File: config.mk
export PLATFORM = sky130hd
export DESIGN_NAME = fdor_regs
export DESIGN_NICKNAME = d
export VERILOG_FILES = /design/src/fdor_drive_swap.v /design/src/fdor_regs.v /design/src/fdor_sync.v
export VERILOG_INCLUDE_DIRS = /design/src
export SDC_FILE = /design/constraint.sdc
export NUM_CORES = 1
export LEC_CHECK = 0
export BUFFER_PORTS_ARGS = -buffer_cell sky130_fd_sc_hd__clkbuf_2
export CORE_UTILIZATION = 50
export CTS_CLUSTER_SIZE = 30
export DETAILED_ROUTE_END_ITERATION = 16
export GPL_TIMING_DRIVEN = 1
export PLACE_DENSITY = 0.86
export SETUP_SLACK_MARGIN = 0.1
export SLEW_MARGIN = 10
export SYNTH_ARGS = -nofsm -noshare
export SYNTH_HDL_FRONTEND = slang
export SYNTH_SLANG_ARGS = --single-unit
File: constraint.sdc
create_clock -name core_clk -period 3.4 [get_ports core_clk]
set_input_delay 0.34 -clock core_clk [delete_from_list [all_inputs] [get_ports core_clk]]
set_output_delay 0.34 -clock core_clk [all_outputs]
set_load 0.005 [all_outputs]
File: src/fdor_consts.vh
// Constants for the drive option and legacy input register bank.
`ifndef FDOR_CONSTS_VH
`define FDOR_CONSTS_VH
// ----------------------------------------------------------------
// Register byte addresses
// ----------------------------------------------------------------
`define FDOR_ADDR_INPUT 4'h0
`define FDOR_ADDR_OPTIONS 4'h4
`define FDOR_ADDR_IRQ_STAT 4'h8
`define FDOR_ADDR_IRQ_MASK 4'hC
// ----------------------------------------------------------------
// Field positions and reset values
// ----------------------------------------------------------------
`define FDOR_OPT_BOOT 0
`define FDOR_OPT_SOFT_TC 1
`define FDOR_OPT_PC_LO 2
`define FDOR_OPT_PC_HI 3
`define FDOR_OPT_NO_PC 4
`define FDOR_OPT_RESET 8'h08
`define FDOR_IN_RATE250 1
`define FDOR_IN_NOPC 2
`define FDOR_IN_DMAEN 3
`define FDOR_IN_DCHG 7
`define FDOR_RATE_300K 2'h1
`define FDOR_RESP_OKAY 2'h0
`define FDOR_RESP_SLVERR 2'h2
// Interrupt events: bit 0 disk change seen, bit 1 soft terminal count issued.
`define FDOR_IRQ_W 2
`endif

File: src/fdor_drive_swap.v
// Boot-drive swap of select and motor lines, active low.
`timescale 1ns/1ns
module fdor_drive_swap (
   input wire bootSel,
   input wire [1:0] selInN,
   input wire [1:0] motorInN,
   output wire [1:0] selOutN,
   output wire [1:0] motorOutN
);
   // A zero boot bit boots from drive 1 by crossing lines 0 and 1.
   assign selOutN = bootSel ? selInN : {selInN[0], selInN[1]};
   assign motorOutN = bootSel ? motorInN : {motorInN[0], motorInN[1]};
endmodule // fdor_drive_swap

File: src/fdor_regs.v
// Option register, legacy input register and AXI4-Lite slave.
`timescale 1ns/1ns
`include "fdor_consts.vh"
module fdor_regs (
   input wire core_clk,
   input wire rst_b,
   input wire [3:0] s_axi_awaddr,
   input wire s_axi_awvalid,
   output reg s_axi_awready,
   input wire [31:0] s_axi_wdata,
   input wire [3:0] s_axi_wstrb,
   input wire s_axi_wvalid,
   output reg s_axi_wready,
   output reg [1:0] s_axi_bresp,
   output reg s_axi_bvalid,
   input wire s_axi_bready,
   input wire [3:0] s_axi_araddr,
   input wire s_axi_arvalid,
   output reg s_axi_arready,
   output reg [31:0] s_axi_rdata,
   output reg [1:0] s_axi_rresp,
   output reg s_axi_rvalid,
   input wire s_axi_rready,
   input wire legacyMode,
   input wire rate250,
   input wire dmaIrqEn,
   input wire diskChange,
   input wire cfgNoPrecomp,
   input wire [1:0] dataRate,
   input wire [1:0] drive_sel_in_n,
   input wire [1:0] motor_on_in_n,
   output reg [1:0] drive_sel_n_ff,
   output reg [1:0] motor_on_n_ff,
   output reg soft_terminal_count_ff,
   output reg [2:0] precomp_clocks_ff,
   output reg precomp_disable_ff,
   output reg precomp_clk2_ff,
   output reg irq_ff
);
   // ----------------------------------------------------------------
   // Pin synchronisers
   // ----------------------------------------------------------------
   wire [5:0] pinSync;
   wire [1:0] selSyncN;
   wire [1:0] motSyncN;
   wire [1:0] selSwapN;
   wire [1:0] motSwapN;
   reg [7:0] optFf;
   reg [`FDOR_IRQ_W-1:0] irqStat_ff;
   reg [`FDOR_IRQ_W-1:0] irqMask_ff;
   reg dchgPrev_ff;
   reg [3:0] awAddr_ff;
   reg [31:0] wData_ff;
   reg wStrb0_ff;
   reg awHave_ff;
   reg wHave_ff;
   fdor_sync #(.W(10)) uSync (
      .core_clk(core_clk),
      .rst_b(rst_b),
      .din({drive_sel_in_n, motor_on_in_n, rate250, dmaIrqEn, diskChange, cfgNoPrecomp,
         dataRate}),
      .dout_ff({selSyncN, motSyncN, pinSync})
   );
   wire rateS = pinSync[5];
   wire dmaS = pinSync[4];
   wire dchgS = pinSync[3];
   wire cfgNpS = pinSync[2];
   wire [1:0] rateSelS = pinSync[1:0];

   fdor_drive_swap uSwap (
      .bootSel(optFf[`FDOR_OPT_BOOT]),
      .selInN(selSyncN),
      .motorInN(motSyncN),
      .selOutN(selSwapN),
      .motorOutN(motSwapN)
   );

   // ----------------------------------------------------------------
   // Registers
   // ----------------------------------------------------------------

   function [2:0] pcShift;
      input [1:0] code;
      begin
         pcShift = {1'b0, code} + 3'h1;
      end
   endfunction

   function isMapped;
      input [3:0] a;
      begin
         isMapped = (a == `FDOR_ADDR_INPUT) || (a == `FDOR_ADDR_OPTIONS) ||
            (a == `FDOR_ADDR_IRQ_STAT) || (a == `FDOR_ADDR_IRQ_MASK);
      end
   endfunction

   wire [7:0] inputView = {~dchgS, 3'h0, dmaS, legacyMode ? cfgNpS : optFf[`FDOR_OPT_NO_PC],
      rateS, 1'b0};
   wire doWrite = awHave_ff && wHave_ff && !s_axi_bvalid;
   wire doRead = s_axi_arvalid && s_axi_arready;
   wire readStat = doRead && (s_axi_araddr == `FDOR_ADDR_IRQ_STAT);
   wire wrOpt = doWrite && wStrb0_ff && (awAddr_ff == `FDOR_ADDR_OPTIONS);
   wire wrMask = doWrite && wStrb0_ff && (awAddr_ff == `FDOR_ADDR_IRQ_MASK);
   wire [`FDOR_IRQ_W-1:0] events = {wrOpt && wData_ff[`FDOR_OPT_SOFT_TC], dchgS && !dchgPrev_ff};
   wire [`FDOR_IRQ_W-1:0] nxt_irqStat = (readStat ? {`FDOR_IRQ_W{1'b0}} : irqStat_ff) | events;

   // ----------------------------------------------------------------
   // Write channel: address and data accepted in either order
   // ----------------------------------------------------------------
   always @(posedge core_clk or negedge rst_b) begin
      if (!rst_b) begin
         optFf <= `FDOR_OPT_RESET;
         irqMask_ff <= {`FDOR_IRQ_W{1'b0}};
         awAddr_ff <= 4'h0;
         wData_ff <= 32'h0;
         wStrb0_ff <= 1'b0;
         awHave_ff <= 1'b0;
         wHave_ff <= 1'b0;
         s_axi_awready <= 1'b1;
         s_axi_wready <= 1'b1;
         s_axi_bvalid <= 1'b0;
         s_axi_bresp <= `FDOR_RESP_OKAY;
      end else begin
         if (s_axi_awvalid && s_axi_awready) begin
            // Kept whole so an unaligned address is refused, not aliased.
            awAddr_ff <= s_axi_awaddr;
            awHave_ff <= 1'b1;
            s_axi_awready <= 1'b0;
         end
         if (s_axi_wvalid && s_axi_wready) begin
            wData_ff <= s_axi_wdata;
            wStrb0_ff <= s_axi_wstrb[0];
            wHave_ff <= 1'b1;
            s_axi_wready <= 1'b0;
         end
         if (wrOpt)
            optFf <= {3'h0, wData_ff[4:0]};
         if (wrMask)
            irqMask_ff <= wData_ff[`FDOR_IRQ_W-1:0];
         if (doWrite) begin
            awHave_ff <= 1'b0;
            wHave_ff <= 1'b0;
            s_axi_bvalid <= 1'b1;
            s_axi_bresp <= isMapped(awAddr_ff) ? `FDOR_RESP_OKAY : `FDOR_RESP_SLVERR;
         end else if (s_axi_bvalid && s_axi_bready) begin
            s_axi_bvalid <= 1'b0;
            s_axi_awready <= 1'b1;
            s_axi_wready <= 1'b1;
         end
      end
   end

   // ----------------------------------------------------------------
   // Read channel
   // ----------------------------------------------------------------
   always @(posedge core_clk or negedge rst_b) begin
      if (!rst_b) begin
         s_axi_arready <= 1'b1;
         s_axi_rvalid <= 1'b0;
         s_axi_rdata <= 32'h0;
         s_axi_rresp <= `FDOR_RESP_OKAY;
      end else if (doRead) begin
         s_axi_arready <= 1'b0;
         s_axi_rvalid <= 1'b1;
         s_axi_rresp <= isMapped(s_axi_araddr) ? `FDOR_RESP_OKAY : `FDOR_RESP_SLVERR;
         case (s_axi_araddr)
            `FDOR_ADDR_INPUT: s_axi_rdata <= {24'h0, inputView};
            `FDOR_ADDR_OPTIONS: s_axi_rdata <= {24'h0, optFf};
            `FDOR_ADDR_IRQ_STAT: s_axi_rdata <= {30'h0, irqStat_ff};
            `FDOR_ADDR_IRQ_MASK: s_axi_rdata <= {30'h0, irqMask_ff};
            default: s_axi_rdata <= 32'h0;
         endcase
      end else if (s_axi_rvalid && s_axi_rready) begin
         s_axi_rvalid <= 1'b0;
         s_axi_arready <= 1'b1;
      end
   end

   // ----------------------------------------------------------------
   // Outputs to the drive, formatter core and precompensation datapath
   // ----------------------------------------------------------------
   always @(posedge core_clk or negedge rst_b) begin
      if (!rst_b) begin
         irqStat_ff <= {`FDOR_IRQ_W{1'b0}};
         dchgPrev_ff <= 1'b0;
         irq_ff <= 1'b0;
         drive_sel_n_ff <= 2'h3;
         motor_on_n_ff <= 2'h3;
         soft_terminal_count_ff <= 1'b0;
         precomp_clocks_ff <= 3'h1;
         precomp_disable_ff <= 1'b0;
         precomp_clk2_ff <= 1'b0;
      end else begin
         // An event in the clearing read's cycle survives it.
         irqStat_ff <= nxt_irqStat;
         dchgPrev_ff <= dchgS;
         irq_ff <= |(nxt_irqStat & irqMask_ff);
         drive_sel_n_ff <= selSwapN;
         motor_on_n_ff <= motSwapN;
         // A one-cycle pulse per write of the bit, so the core sees one count.
         soft_terminal_count_ff <= wrOpt && wData_ff[`FDOR_OPT_SOFT_TC];
         precomp_clocks_ff <= pcShift(optFf[`FDOR_OPT_PC_HI:`FDOR_OPT_PC_LO]);
         precomp_disable_ff <= legacyMode ? cfgNpS : optFf[`FDOR_OPT_NO_PC];
         precomp_clk2_ff <= (rateSelS == `FDOR_RATE_300K);
      end
   end
endmodule // fdor_regs

File: src/fdor_sync.v
// Two-flop synchroniser for a vector of pin levels.
`timescale 1ns/1ns
module fdor_sync #(
   parameter W = 1
) (
   input wire core_clk,
   input wire rst_b,
   input wire [W-1:0] din,
   output reg [W-1:0] dout_ff
);
   reg [W-1:0] meta_ff;
   always @(posedge core_clk or negedge rst_b) begin
      if (!rst_b) begin
         meta_ff <= {W{1'b0}};
         dout_ff <= {W{1'b0}};
      end else begin
         meta_ff <= din;
         dout_ff <= meta_ff;
      end
   end
endmodule // fdor_sync

==> results.sh <==
export IMPL_status="complete, no violations"
export IMPL_max_freq_mhz=583
export IMPL_drc_errors=0
export IMPL_min_delay_start="motor_on_in_n[1]"
export IMPL_fin_crit_ns=1.71
export IMPL_io_pins=114
export IMPL_maxSlewHeadroom_pct=61.7
export IMPL_yosysWarnings=0
export IMPL_antenna_found_initial=0
export IMPL_drt_total_wl_mm=3.61
export IMPL_maxSlewViolCount=0
export IMPL_arrival_ns=1.93
export IMPL_hp_class="in2reg"
export IMPL_syn_area_sq_um=2500
export IMPL_finalPower_mw=2.14
export IMPL_cts_buffer_depth=2
export IMPL_synth_seq_cells=66
export IMPL_coreArea_sq_um=4750
export IMPL_clock_latency_ns=0.33
export IMPL_worstSetupStartpoint="s_axi_arready"
export IMPL_h_tree_depth=3
export IMPL_via_per_inst=4.45
export IMPL_power_share_clock_pct=32.5
export IMPL_clk_pin_slew_ns=0.06
export IMPL_p_comb_share_pct=16.3
export IMPL_drt_iter0_drc=87
export IMPL_ctsRootBufferMaster="clkbuf_8"
export IMPL_netlist_instances=176
export IMPL_die_h_um=72.7
export IMPL_syn_to_final_growth_pct=19.1
export IMPL_port_buffers=55
export IMPL_die_w_um=72.7
export IMPL_p_int_mw=1.62
export IMPL_drv_cap=0
export IMPL_fin_ws_ns=1.69
export IMPL_swShare_pct=24.2
export IMPL_grt_pass1_wl_mm=5.83
export IMPL_final_setup_viol_count=0
export IMPL_use_met3_pct=6.22
export IMPL_cts_buffers=9
export IMPL_regToRegSetupSlack_ns=1.69
export IMPL_grtUsageMet2_pct=24.4
export IMPL_crit_type="reg2reg"
export IMPL_yosysSeqAreaShare_pct=66.5
export IMPL_required_ns=3.62
export IMPL_p_switching_mw=0.520
export IMPL_static_leakage_power_nw=1.49
export IMPL_grt_ovfl_total=0
export IMPL_diodes=0
export IMPL_grt_pass1_vias=1331
export IMPL_dr_pass1_iters=4
export IMPL_wl_per_cell_um=11.5
export IMPL_setup_tns_ns=0
export IMPL_final_core_util_pct=62.6
export IMPL_regArea_sq_um=1660
export IMPL_syn_area_per_cell_sq_um=14.2
export IMPL_drive_gt1_share_pct=42.5
export IMPL_finalNetCount=305
export IMPL_initial_core_util_pct=52.6
export IMPL_vias=1397
export IMPL_cts_resized=0
export IMPL_worstReg2RegStart="s_axi_arready"
export IMPL_busiest_layer="met2"
export IMPL_crit_path_start_kind="flop"
export IMPL_hold_viol=0
export IMPL_nFillCells=390
export IMPL_preCtsSetupSlack_ns=1.68
export IMPL_use_met1_pct=17.3
export IMPL_seq_power_share_pct=51.2
export IMPL_grt_max_degree=44
export IMPL_vdd_drop_max_mv=0.426
export IMPL_cts_tree="built"
export IMPL_ant_nets=0
export IMPL_die_area_sq_um=5290
export IMPL_ys_types=26
export IMPL_dp_hpwl_mm=2.67
export IMPL_gp_congestion=0.743
export IMPL_multiInputGateArea_sq_um=688
export IMPL_fin_skew_ns=0.00349
export IMPL_rsz0062_at_grt="false"
export IMPL_powerDensity_nw_per_um2=720
export IMPL_cp_max_fo=5
export IMPL_tightest_slew_ns=0.571
export IMPL_crit_path_end_kind="flop"
export IMPL_grt_use_total_pct=15.6
export IMPL_rows=25
export IMPL_clock_sinks=66
export IMPL_final_period_utilization_pct=50.4
## layout by cell type, fill, tap and decap left out, types with 2 or more instances in the layout
master,synthesis,layout
bufinv_16,0,2
clkbuf_2,0,55
a21boi_0,3,3
inv_1,10,10
clkbuf_1,1,4
a22o_1,4,4
nand2_1,11,11
a22o_2,2,2
a21oi_1,2,2
nor2_1,6,6
conb_1,1,28
dfstp_2,9,9
clkbuf_8,0,10
mux2_2,23,23
dfrtp_1,57,57
o21ai_0,7,7
## layout make-up
type | count | share of cell area (%)
well taps | 67 | 2.82
clock buffers | 14 | 5.13
repair buffers | 57 | 9.83
inverters | 10 | 1.26
clock inverters | 2 | 2.02
multi-input cells | 98 | 23.1
flip-flops and latches | 66 | 55.8
## per-layer routing
| metal | wire (um) | vias to the layer above | part of all wire, % |
|---|---|---|---|
| met1 | 1490 | 668 | 41 |
| met4 | 96 | 0 | 2.7 |
| met5 | 0 | - | 0 |
| met3 | 257 | 9 | 7.1 |
| li1 | - | 668 | - |
| met2 | 1760 | 52 | 49 |
## cells in the mapped netlist
| cell type | count | area share [%] |
|---|---|---|
| dfrtp_1 | 57 | 57 |
| buf_4 | 28 | 8.4 |
| mux2_2 | 23 | 10 |
| nand2_1 | 11 | 1.7 |
| inv_1 | 10 | 1.5 |
| dfstp_2 | 9 | 9.5 |
| o21ai_0 | 7 | 1.4 |
| nor2_1 | 6 | 0.90 |
| a22o_1 | 4 | 1.4 |
| a21boi_0 | 3 | 0.90 |
| a21oi_1 | 2 | 0.40 |
| a22o_2 | 2 | 0.80 |
| a32o_1 | 1 | 0.40 |
| and2_1 | 1 | 0.25 |
| clkbuf_1 | 1 | 0.15 |
| conb_1 | 1 | 0.15 |
| ha_1 | 1 | 0.50 |
| mux2i_1 | 1 | 0.40 |
| mux4_2 | 1 | 0.90 |
| nand3b_1 | 1 | 0.30 |
| nand4bb_1 | 1 | 0.45 |
| nand4bb_4 | 1 | 1.1 |
| nor2b_1 | 1 | 0.25 |
| nor3_2 | 1 | 0.40 |
| o21ai_1 | 1 | 0.20 |
| or3b_1 | 1 | 0.35 |
## sequential cells by signal (all words and copies together) (netlist names), 3 cells and up
| name | count |
|---|---|
| uSync.dout_ff | 10 |
| uSync.meta_ff | 10 |
| wData_ff | 5 |
| optFf | 5 |
| awAddr_ff | 4 |
| s_axi_rdata | 6 |
| precomp_clocks_ff | 3 |
## per-stage QoR
step	hold WS (ns)	std cells	cell area [sq um]
after floorplan	0.0444	203	2600
after global placement	0.333	297	2760
after detailed placement	0.335	297	2760
after CTS	0.0903	314	2980
after global routing	0.0865	314	2980
final	0.112	314	2980
## worst max-delay path, stage by stage, from the launching register on
cell	delay, ns
dfstp_2	0.58
nand4bb_4	0.14
or3b_1	0.43
a22o_2	0.23
a22o_1	0.22
## cell families after synthesis
family | share of synthesized area, %
buffers and inverters | 10.1
AOI/OAI and AO/OA | 5.50
adders and majority gates | 0.500
and+or+nand+nor | 5.65
other | 0.150
DFF | 66.5
muxes | 11.7
## final timing paths
| path | endpoint | cells after the start |
|---|---|---|
| max in group asynchronous | s_axi_arready | 3 |
| worst max register to register | irq_ff | 4 |
| worst min register to register | uSync.dout_ff[5] | 0 |
| worst min-delay path | uSync.meta_ff[7] | 1 |
| worst max-delay path | irq_ff | 4 |
| min in group asynchronous | precomp_clk2_ff | 2 |
## power by group through the flow
stage	Clock, mW	Sequential, mW	Combinational, mW
6_report	0.696	1.10	0.350
5_1_grt	0.755	1.13	0.395
4_1_cts	0.716	1.10	0.358
3_5_place_dp	0	1.12	0.354
3_3_place_gp	0	1.10	0.339
2_1_floorplan	0	1.09	0.240
## what timing repair did
action / 4_1_cts / 5_1_grt
hold buffers: 1 / 0
hold endpoints to repair: 17 / 0
setup buffers: 0 / 0
Power figures use the tool's default switching activity.
